<file path="config.mk">
export PLATFORM = sky130hd
export DESIGN_NAME = sbtc_timer
export DESIGN_NICKNAME = d
export VERILOG_FILES = /design/src/logic/sbtc_pkg.sv /design/src/logic/sbtc_timer.sv
export SDC_FILE = /design/constraint.sdc
export NUM_CORES = 1
export LEC_CHECK = 0
export BUFFER_PORTS_ARGS = -buffer_cell sky130_fd_sc_hd__buf_2
export CAP_MARGIN = 15
export CORE_ASPECT_RATIO = 1.25
export CORE_MARGIN = 2
export CORE_UTILIZATION = 40
export CTS_BUF_LIST = sky130_fd_sc_hd__clkbuf_2
export DETAILED_ROUTE_END_ITERATION = 10
export GPL_TIMING_DRIVEN = 0
export PLACE_DENSITY = 0.62
export SYNTH_ARGS = -nofsm -noshare
export SYNTH_HDL_FRONTEND = slang
export SYNTH_SLANG_ARGS = --single-unit
</file>
<file path="constraint.sdc">
create_clock -name CLK_I -period 5.9 [get_ports CLK_I]
set_input_delay 0.59 -clock CLK_I [delete_from_list [all_inputs] [get_ports CLK_I]]
set_output_delay 0.59 -clock CLK_I [all_outputs]
set_load 0.05 [all_outputs]
</file>
<file path="src/logic/sbtc_pkg.sv">
// Purpose: constants for the 16-bit timer with capture and two compares
// Assumes: 8-bit register port, one system clock
// Notes:   all registers clear to zero at reset
//
// Overview of operation
// - Filter needs four equal samples to change
// - Edge select: zero falling, one rising
// - Capture copies counter, sets capture flag
// - Capture off when capture value is top
// - Clock select: stop, prescale taps, external edges
// - External pin counts even when driven out
// - Force strobe applies output mode, non-PWM only
// - Force raises no flag, never clears counter
// - Force strobe bits always read zero
// - Counter accessed atomically via high staging byte
// - One staging byte shared by all words
// - Counter write blocks next-tick compare matches
// - Compares checked on each tick; match sets flag, and output in non-PWM modes only
// - Capture from pin or comparator, atomic read
// - Mask bit five enables capture interrupt
// - Mask bit two enables compare-B interrupt
// - Mask bits 7,6,4,3 read zero
// - Waveform mode picks sequence and top
// - Capture flag cleared by vector or write-one
package sbtc_pkg;
    // ----------------------------------------
    // Register addresses
    // ----------------------------------------
    localparam logic [7:0] ADDR_MASK   = 8'h6f;
    localparam logic [7:0] ADDR_CTRL   = 8'h81;
    localparam logic [7:0] ADDR_FORCE  = 8'h82;
    localparam logic [7:0] ADDR_CNT_L  = 8'h90;
    localparam logic [7:0] ADDR_CNT_H  = 8'h91;
    localparam logic [7:0] ADDR_ICR_L  = 8'h92;
    localparam logic [7:0] ADDR_ICR_H  = 8'h93;
    localparam logic [7:0] ADDR_OCRA_L = 8'h94;
    localparam logic [7:0] ADDR_OCRA_H = 8'h95;
    localparam logic [7:0] ADDR_OCRB_L = 8'h96;
    localparam logic [7:0] ADDR_OCRB_H = 8'h97;
    localparam logic [7:0] ADDR_FLAGS  = 8'h98;
    // ----------------------------------------
    // Fields and reset values
    // ----------------------------------------
    localparam int BIT_NF   = 7;
    localparam int BIT_ES   = 6;
    localparam int BIT_FOCA = 7;
    localparam int BIT_FOCB = 6;
    localparam logic [7:0] CTRL_WMASK = 8'hdf;
    localparam logic [7:0] MASK_WMASK = 8'h27;
    localparam logic [7:0] RESET_BYTE = 8'h00;
    // Prescaler tap masks: tick when low bits all ones
    localparam logic [9:0] PRE_M8    = 10'h007;
    localparam logic [9:0] PRE_M64   = 10'h03f;
    localparam logic [9:0] PRE_M256  = 10'h0ff;
    localparam logic [9:0] PRE_M1024 = 10'h3ff;
    localparam logic [2:0] CS_STOP = 3'h0;
    localparam logic [2:0] CS_DIV1 = 3'h1;
    localparam logic [2:0] CS_DIV8 = 3'h2;
    localparam logic [2:0] CS_D64  = 3'h3;
    localparam logic [2:0] CS_D256 = 3'h4;
    localparam logic [2:0] CS_D1K  = 3'h5;
    localparam logic [2:0] CS_EXTF = 3'h6;
    localparam logic [2:0] CS_EXTR = 3'h7;
    localparam logic [3:0] WM_NORMAL = 4'h0;
    localparam logic [3:0] WM_CTC_A  = 4'h4;
    localparam logic [3:0] WM_CTC_I  = 4'hc;
    localparam logic [15:0] TOP_FULL = 16'hffff;
    localparam logic [15:0] TOP_8    = 16'h00ff;
    localparam logic [15:0] TOP_9    = 16'h01ff;
    localparam logic [15:0] TOP_10   = 16'h03ff;
    localparam logic [1:0] COM_TOG = 2'h1;
    localparam logic [1:0] COM_CLR = 2'h2;
    localparam logic [1:0] COM_SET = 2'h3;
endpackage

</file>
<file path="src/logic/sbtc_timer.sv">
// Purpose: 16-bit timer core with capture, two compares, masks
// Assumes: all inputs synchronous to CLK_I
// Notes:   PWM modes count up only; waveform shaping not built
`timescale 1ns/1ps
module sbtc_timer import sbtc_pkg::*; #(
    parameter int FILTER_LEN = 4
) (
    // Clock and reset
    input  wire logic       CLK_I,
    input  wire logic       RST_I,
    // Register port
    input  wire logic [7:0] ADDR_I,
    input  wire logic [7:0] WDATA_I,
    input  wire logic       WE_I,
    input  wire logic       RE_I,
    output logic      [7:0] RDATA_O,
    // Settings held outside this block
    input  wire logic [1:0] WGM_LOW_I,
    input  wire logic [1:0] COM_A_I,
    input  wire logic [1:0] COM_B_I,
    input  wire logic       GIE_I,
    input  wire logic [3:0] IRQ_ACK_I,
    // Pins
    input  wire logic       CAP_PIN_I,
    input  wire logic       ACMP_I,
    input  wire logic       ACMP_SEL_I,
    input  wire logic       EXT_CLK_I,
    output logic            CMP_A_O,
    output logic            CMP_B_O,
    output logic      [3:0] IRQ_O
);
    // ----------------------------------------
    // Parameter check
    // ----------------------------------------
    generate
        if (FILTER_LEN < 2 || FILTER_LEN > 15) begin : g_bad
            $error("FILTER_LEN out of range");
        end
    endgenerate

    // ----------------------------------------
    // State
    // ----------------------------------------
    // Flags order: capture, compare B, compare A, overflow
    typedef struct packed {
        logic [7:0]  mask;
        logic [7:0]  ctrl;
        logic [7:0]  temp;
        logic [15:0] cnt;
        logic [15:0] ocra;
        logic [15:0] ocrb;
        logic [15:0] icr;
        logic [3:0]  flags;
        logic [9:0]  pre;
        logic        ext_s;
        logic        ext_d;
        logic        cap_s;
        logic [3:0]  filt_n;
        logic        cap_f;
        logic        cap_d;
        logic        block;
        logic        oca;
        logic        ocb;
        logic [7:0]  rdata;
        logic [3:0]  irq;
    } sbtc_state_t;

    sbtc_state_t q;
    sbtc_state_t next_q;

    logic [3:0]  wm;
    logic [2:0]  cs;
    logic        pwm;
    logic        icr_top;
    logic [15:0] top;
    logic        tick;
    logic        cap_evt;
    logic        wr;
    logic        rd;
    logic        cnt_wr;
    logic        icr_wr;
    logic        force_wr;
    logic        hit_a;
    logic        hit_b;
    logic [3:0]  clr;
    logic [3:0]  set;

    function automatic logic com_apply(input logic [1:0] com, input logic cur);
        logic r;
        r = cur;
        if (com == COM_TOG) begin
            r = ~cur;
        end else if (com == COM_CLR) begin
            r = 1'b0;
        end else if (com == COM_SET) begin
            r = 1'b1;
        end
        return r;
    endfunction

    // ----------------------------------------
    // Next state
    // ----------------------------------------
    always_comb begin
        next_q   = q;
        wr       = WE_I;
        rd       = RE_I;
        wm       = {q.ctrl[4:3], WGM_LOW_I};
        cs       = q.ctrl[2:0];
        pwm      = !(wm == WM_NORMAL || wm == WM_CTC_A || wm == WM_CTC_I);
        icr_top  = wm[3] & ~wm[0];
        cnt_wr   = wr && ADDR_I == ADDR_CNT_L;
        icr_wr   = wr && ADDR_I == ADDR_ICR_L;
        force_wr = wr && ADDR_I == ADDR_FORCE;
        clr      = IRQ_ACK_I;
        set      = 4'h0;

        // Top of count per waveform mode
        case (wm)
            4'h1, 4'h5: top = TOP_8;
            4'h2, 4'h6: top = TOP_9;
            4'h3, 4'h7: top = TOP_10;
            4'h4, 4'h9, 4'hb, 4'hf: top = q.ocra;
            4'h8, 4'ha, 4'hc, 4'he: top = q.icr;
            default: top = TOP_FULL;
        endcase

        // Free running prescaler and external edge detect
        next_q.pre   = q.pre + 10'h001;
        next_q.ext_s = EXT_CLK_I;
        next_q.ext_d = q.ext_s;
        case (cs)
            CS_DIV1: tick = 1'b1;
            CS_DIV8: tick = (q.pre & PRE_M8) == PRE_M8;
            CS_D64:  tick = (q.pre & PRE_M64) == PRE_M64;
            CS_D256: tick = (q.pre & PRE_M256) == PRE_M256;
            CS_D1K:  tick = q.pre == PRE_M1024;
            CS_EXTF: tick = q.ext_d & ~q.ext_s;
            CS_EXTR: tick = q.ext_s & ~q.ext_d;
            default: tick = 1'b0;
        endcase

        // Capture source, filter and edge
        next_q.cap_s = ACMP_SEL_I ? ACMP_I : CAP_PIN_I;
        if (!q.ctrl[BIT_NF]) begin
            next_q.cap_f  = q.cap_s;
            next_q.filt_n = 4'h0;
        end else if (q.cap_s == q.cap_f) begin
            next_q.filt_n = 4'h0;
        end else if (q.filt_n == 4'(FILTER_LEN - 1)) begin
            next_q.cap_f  = q.cap_s;
            next_q.filt_n = 4'h0;
        end else begin
            next_q.filt_n = q.filt_n + 4'h1;
        end
        next_q.cap_d = q.cap_f;
        cap_evt = !icr_top &&
            (q.ctrl[BIT_ES] ? (q.cap_f & ~q.cap_d) : (~q.cap_f & q.cap_d));
        if (cap_evt) begin
            next_q.icr = q.cnt;
            set[3]     = 1'b1;
        end

        // Counting, compare and overflow
        hit_a = tick && !q.block && q.cnt == q.ocra;
        hit_b = tick && !q.block && q.cnt == q.ocrb;
        if (tick) begin
            next_q.block = 1'b0;
            set[1] = hit_a;
            set[2] = hit_b;
            if (icr_top && q.cnt == top) begin
                set[3] = 1'b1;
            end
            if (pwm ? q.cnt == top : q.cnt == TOP_FULL) begin
                set[0] = 1'b1;
            end
            next_q.cnt = (q.cnt == top) ? 16'h0000 : q.cnt + 16'h0001;
            if (!pwm && hit_a) begin
                next_q.oca = com_apply(COM_A_I, q.oca);
            end
            if (!pwm && hit_b) begin
                next_q.ocb = com_apply(COM_B_I, q.ocb);
            end
        end

        // Forced compare: output only, no flag, no clear
        if (force_wr && !pwm) begin
            if (WDATA_I[BIT_FOCA]) begin
                next_q.oca = com_apply(COM_A_I, q.oca);
            end
            if (WDATA_I[BIT_FOCB]) begin
                next_q.ocb = com_apply(COM_B_I, q.ocb);
            end
        end

        // Register writes; high bytes stage in one shared byte
        if (wr) begin
            if (ADDR_I == ADDR_CTRL) begin
                next_q.ctrl = WDATA_I & CTRL_WMASK;
            end else if (ADDR_I == ADDR_MASK) begin
                next_q.mask = WDATA_I & MASK_WMASK;
            end else if (ADDR_I == ADDR_FLAGS) begin
                clr = clr | {WDATA_I[5], WDATA_I[2:0]};
            end else if (ADDR_I == ADDR_CNT_H || ADDR_I == ADDR_ICR_H ||
                         ADDR_I == ADDR_OCRA_H || ADDR_I == ADDR_OCRB_H) begin
                next_q.temp = WDATA_I;
            end else if (cnt_wr) begin
                next_q.cnt   = {q.temp, WDATA_I};
                next_q.block = 1'b1;
            end else if (icr_wr) begin
                next_q.icr = {q.temp, WDATA_I};
            end else if (ADDR_I == ADDR_OCRA_L) begin
                next_q.ocra = {q.temp, WDATA_I};
            end else if (ADDR_I == ADDR_OCRB_L) begin
                next_q.ocrb = {q.temp, WDATA_I};
            end
        end

        // Set beats clear in the same cycle
        next_q.flags = (q.flags & ~clr) | set;

        // Reads, one cycle latency; counter and capture low bytes load staging
        next_q.rdata = RESET_BYTE;
        if (rd) begin
            if (ADDR_I == ADDR_CTRL) begin
                next_q.rdata = q.ctrl;
            end else if (ADDR_I == ADDR_MASK) begin
                next_q.rdata = q.mask;
            end else if (ADDR_I == ADDR_FORCE) begin
                next_q.rdata = RESET_BYTE;
            end else if (ADDR_I == ADDR_FLAGS) begin
                next_q.rdata = {2'h0, q.flags[3], 2'h0, q.flags[2:0]};
            end else if (ADDR_I == ADDR_CNT_L) begin
                next_q.rdata = q.cnt[7:0];
                next_q.temp  = q.cnt[15:8];
            end else if (ADDR_I == ADDR_ICR_L) begin
                next_q.rdata = q.icr[7:0];
                next_q.temp  = q.icr[15:8];
            end else if (ADDR_I == ADDR_CNT_H || ADDR_I == ADDR_ICR_H) begin
                next_q.rdata = q.temp;
            end else if (ADDR_I == ADDR_OCRA_L) begin
                next_q.rdata = q.ocra[7:0];
            end else if (ADDR_I == ADDR_OCRA_H) begin
                next_q.rdata = q.ocra[15:8];
            end else if (ADDR_I == ADDR_OCRB_L) begin
                next_q.rdata = q.ocrb[7:0];
            end else if (ADDR_I == ADDR_OCRB_H) begin
                next_q.rdata = q.ocrb[15:8];
            end
        end

        // Interrupt lines gated by mask and global enable
        next_q.irq = next_q.flags & {q.mask[5], q.mask[2:0]} & {4{GIE_I}};
    end

    always_ff @(posedge CLK_I or posedge RST_I) begin
        if (RST_I) begin
            q <= '0;
        end else begin
            q <= next_q;
        end
    end

    assign RDATA_O = q.rdata;
    assign CMP_A_O = q.oca;
    assign CMP_B_O = q.ocb;
    assign IRQ_O   = q.irq;
endmodule

</file>
# Yosys cells after proc, flatten, opt, wreduce, memory -nomap -nowiden
# Index checks and enable logic that the tools add are counted.
# word_totals
regBits	121
wordCells	199
input_bits	35
# op_classes
n_reduce_logical	29
eq_ne	51
n_addsub	3
n_mux	71
bitwise	25
# ops
operator	count
two-way mux 72 bit	4
two-way mux 8 bit	20
two-way mux 16 bit	8
== test 8 bit, second input constant	12
one-hot mux 16 bit (5 select lines)	1
two-way mux 64 bit	1
== test 16 bit	3
two-way mux 48 bit	1
two-way mux 32 bit	1
== test 4 bit, second input constant	7
two-way mux 4 bit	7
two-way mux 1 bit	24
adder 16 x 1 -> 16 bit, second input constant	1
== test 16 bit, second input constant	1
== test 4 x 3 -> 1 bit, second input constant	4
== test 3 bit, second input constant	5
NOT 1 bit	14
AND 4 bit	3
== test 4 x 2 -> 1 bit, second input constant	3
logical AND 1 bit	11
adder 10 x 1 -> 10 bit, second input constant	1
== test 10 bit, second input constant	1
AND reduction 9 bit	1
== test 2 bit, second input constant	4
other kinds (25)	41

# Depth between registers and ports, before layout
# logic_depth
depth_word	19
depth_mapped	11
ltp_nobuf	9

# Worst setup path before layout
# OpenSTA, ideal clock, no wires.
# synth_timing
path_kind	input port to flip-flop
start	in ADDR_I[3]
end	reg q[106] (netlist bit)
path_slack_ps	3316
arrival_time_ps	2447
path_buffers	1
path_stages	8
path_cell_list	or4b_1 > nor2_4 > nand2_1 > nor4b_2 > buf_2 > nor2b_1 > a211oi_1 > a21oi_1
# synth_rtl
element	line_no	rtl
from (decl)	sbtc_timer.sv:12	input wire logic [7:0] ADDR_I,
to (signal assigned)	sbtc_timer.sv:260	q <= next_q;
to (decl)	sbtc_timer.sv:68	sbtc_state_t q;

==> impl_metrics.csv <==
group,metric,value,unit
clock_tree,clk_pin_slew,0.22,ns
synthesis,yosys.area_share.xor_xnor,0.0687,
power,total_power,0.00220,W
critical_path,worstSetupEndpointType,"register",
clock_tree,cts_tree,"built",
critical_path,rrSetupSlack,2.66,ns
finish,fin_nets,883,
synthesis,async_reset_ff_frac,1.00,
synthesis,synth_seq_cells,121,
finish,drive_gt1_frac,0.200,
timing,worst_slew_pin_slew,1.05,ns
critical_path,critical_path_class,"register to register",
route,drtIter0Drc,659,
power,power.density,271,mW/mm^2
power,combPwrFrac,0.292,
clock_tree,clock_latency,0.74,ns
timing,rsz0062_at_grt,"no",
power,power_frac_seq,0.470,
floorplan,io_pins,49,
timing,hold_viol_final,0,
synthesis,synth_edf_count,0,
hold_path,holdPathStages,3,
synthesis,yosysMostFrequentCell,"dfrtp_1",
clock_tree,clk_path_buf_depth,2,
critical_path,crit_required,6.49,ns
critical_path,reg2regPathDepth,10,
place,gp_congestion,1.05,
power,p_int,0.00133,W
synthesis,synthCells,772,
synthesis,synth_area,0.00727,sq mm
run_status,status,"finished, final reports clean",
synthesis,yosys-top-cells-area,"dfrtp_1 42%, mux2_2 7.3%, xor2_1 3.9%",
floorplan,dieWidth,125,um
floorplan,rows,55,
clock_tree,cts_sinks,121,
critical_path,max_stage_delay,0.54,ns
grt,grt_start_max_net_pins,81,
grt,grt_pass1_vias,6133,
route,route.detailed.drc,0,
clock_tree,ctsResizeCount,0,
critical_path,crit_top_cell,"o21ai_0",
place,dp_hpwl,17000,um
synthesis,synth_fp_nets,811,
critical_path,slowest_stage,"or4b_1",
grt,overflow,0,
timing,finalCritPeriodShare,0.550,
route,drtAntennaViolNets,0,
critical_path,cp_max_fo,9,
synthesis,seq_area_frac_synth,0.417,
synthesis,yosysTopAreaCell,"dfrtp_1",
timing,final_max_slew_viol_count,0,
floorplan,coreArea,0.0180,sq mm
critical_path,regToRegEndpoint,"q[96]",
power,clockPowerShare,0.238,
route,routed_wl,23500,um
route,firstDrtPassIters,7,
synthesis,avgSynthCellArea,9.41,sq um
timing,fmax,0.308,GHz
clock_tree,cts_buffers,17,
route,num_vias,6406,
grt,track_usage,0.245,
route,viasPerCell,5.90,
timing,finalCriticalPeriod,3.24,ns
floorplan,die_h,155,um
power,switching_share,0.394,
synthesis,synth_fa_ha_area_frac,0.00689,
clock_tree,cts_root_buf,"clkbuf_2",
timing,clock_skew,0.0349,ns
hold_path,hold_start,"COM_A_I[1]",
synthesis,yosysTopAreaCellShare,0.417,
synthesis,synth_flop_cell,"dfrtp_1",
timing,setup_tns,0,ns
hold_path,hp-class,"input port to register",
critical_path,critPathArrivalTime,3.84,ns
finish,syn2layout_area_growth,11.4,%
flow_run,drv_cap,0,
power,power_leakage,3.57,nW
synthesis,synthMuxAreaShare,0.126,
timing,slew_headroom,0.297,
critical_path,crit_chain,"buf_6 > or4b_1 > buf_2 > o21ai_1 > a21o_1 > o21ai_0 > nor4_1 > nand4_1 > o21ai_2 > o21ai_0",
critical_path,worstSetupStartpointType,"register",
synthesis,ys_warn_count,0,
synthesis,synth_compound_area_frac,0.156,
power,power_switching,0.000866,W
route,wl_per_cell,21.6,um
place,portBuffers,46,
floorplan,dieArea,0.0193,sq mm
floorplan,initial_core_util,0.405,
synthesis,synth_simple_gate_area_frac,0.170,
synthesis,synth_top_family_by_area,"simple AND/OR/NAND/NOR gates",
grt,antenna_found_initial,2,
timing,setup_viol,0,
hold_path,hold_end,"CMP_A_O",
critical_path,r2r-start,"q[114]",
power,vdd_drop_max,102,uV
grt,grt_pass1_wl,35700,um
clock_tree,h-tree-depth,4,
synthesis,synth.distinct_cells,63,
synthesis,synthTopCellsByCount,"121 x dfrtp_1, 63 x nand2_1, 53 x nor2_1",
[state kept, by name, indices dropped and copies added (netlist names)]
register / cells
CMP_A_O: 1
CMP_B_O: 1
IRQ_O: 4
RDATA_O: 8
cs: 3
next_q: 2
q: 102
[power groups by stage]
stage	sequential (W)	combinational (W)	clock, W
6_report	0.00103	0.000641	0.000523
5_1_grt	0.00104	0.000694	0.000583
4_1_cts	0.00103	0.000629	0.000539
3_5_place_dp	0.00104	0.000626	0
3_3_place_gp	0.00104	0.000616	0
2_1_floorplan	0.000992	0.000453	0
[metrics by stage]
| step | hold WS [ns] | util | std cells | worst slack, ns | area [sq um] |
|---|---|---|---|---|---|
| after global placement | 0.392 | 0.433 | 1046 | 0.528 | 7780 |
| after floorplan | 0.369 | - | 772 | 2.10 | 7270 |
| after global routing | 0.0327 | 0.451 | 1086 | 2.61 | 8100 |
| after detailed placement | 0.402 | 0.435 | 1048 | 2.61 | 7820 |
| final | 0.112 | 0.451 | 1086 | 2.66 | 8100 |
| after CTS | 0.000637 | 0.450 | 1083 | 2.77 | 8080 |
[layout make-up]
type,instances,area (sq um)
Fill cell,1805,9860
Buffer,64,307
Multi-Input combinational cell,561,3830
Sequential cell,121,3030
Tap cell,228,285
Clock inverter,15,141
Timing Repair Buffer,53,313
Inverter,26,103
Clock buffer,17,85.1
Antenna cell,1,2.50
[cells by family after synthesis]
group,Yosys count
xor gates and xnor gates,57
buffers and inverters,90
DFF,121
muxes,79
adders and majority gates,4
and+or+nand+nor,242
AOI/OAI and AO/OA,179
[critical path, delay by kind of cell, from the launching register on]
| kind | cells | cell delay [ns] |
|---|---|---|
| flops | 1 | 0.42 |
| compound gates | 5 | 1.05 |
| simple gates | 3 | 1.28 |
| buf+inv | 2 | 0.33 |
[layout by cell type (no fill, tap or decap), drive strengths merged, types with 17 or more instances in the layout]
| master | instances |
|---|---|
| inv | 32 |
| buf | 78 |
| a21oi | 49 |
| nor2b | 17 |
| nand2 | 63 |
| xor2 | 32 |
| clkbuf | 51 |
| nand3 | 23 |
| dfrtp | 121 |
| xnor2 | 25 |
| mux2i | 27 |
| o21ai | 48 |
| mux2 | 47 |
| nor2 | 54 |
[routing by layer]
metal | routed length (um) | track usage
met4 | 1440 | 0.145
met2 | 11200 | 0.396
met1 | 9390 | 0.306
met5 | 18 | 0
met3 | 1380 | 0.0450
[what timing repair did]
| action | 4_1_cts | 5_1_grt |
|---|---|---|
| hold endpoints to repair | 43 | 1 |
| buffers inserted | 0 | 0 |
| hold buffers | 3 | 2 |
[how the worst max path moves through the flow]
stage,from,endpoint,slack [ns],depth (start not counted)
after detailed placement,WGM_LOW_I[0],q[96],2.61,10
final,q[114],q[96],2.66,10
after global placement,RST_I,q[75],0.53,2
after CTS,q[114],q[96],2.77,10
after floorplan,RST_I,CMP_A_O,2.10,1
after global routing,q[114],q[96],2.61,10
Note: power is estimated with default switching activity, not from simulation.
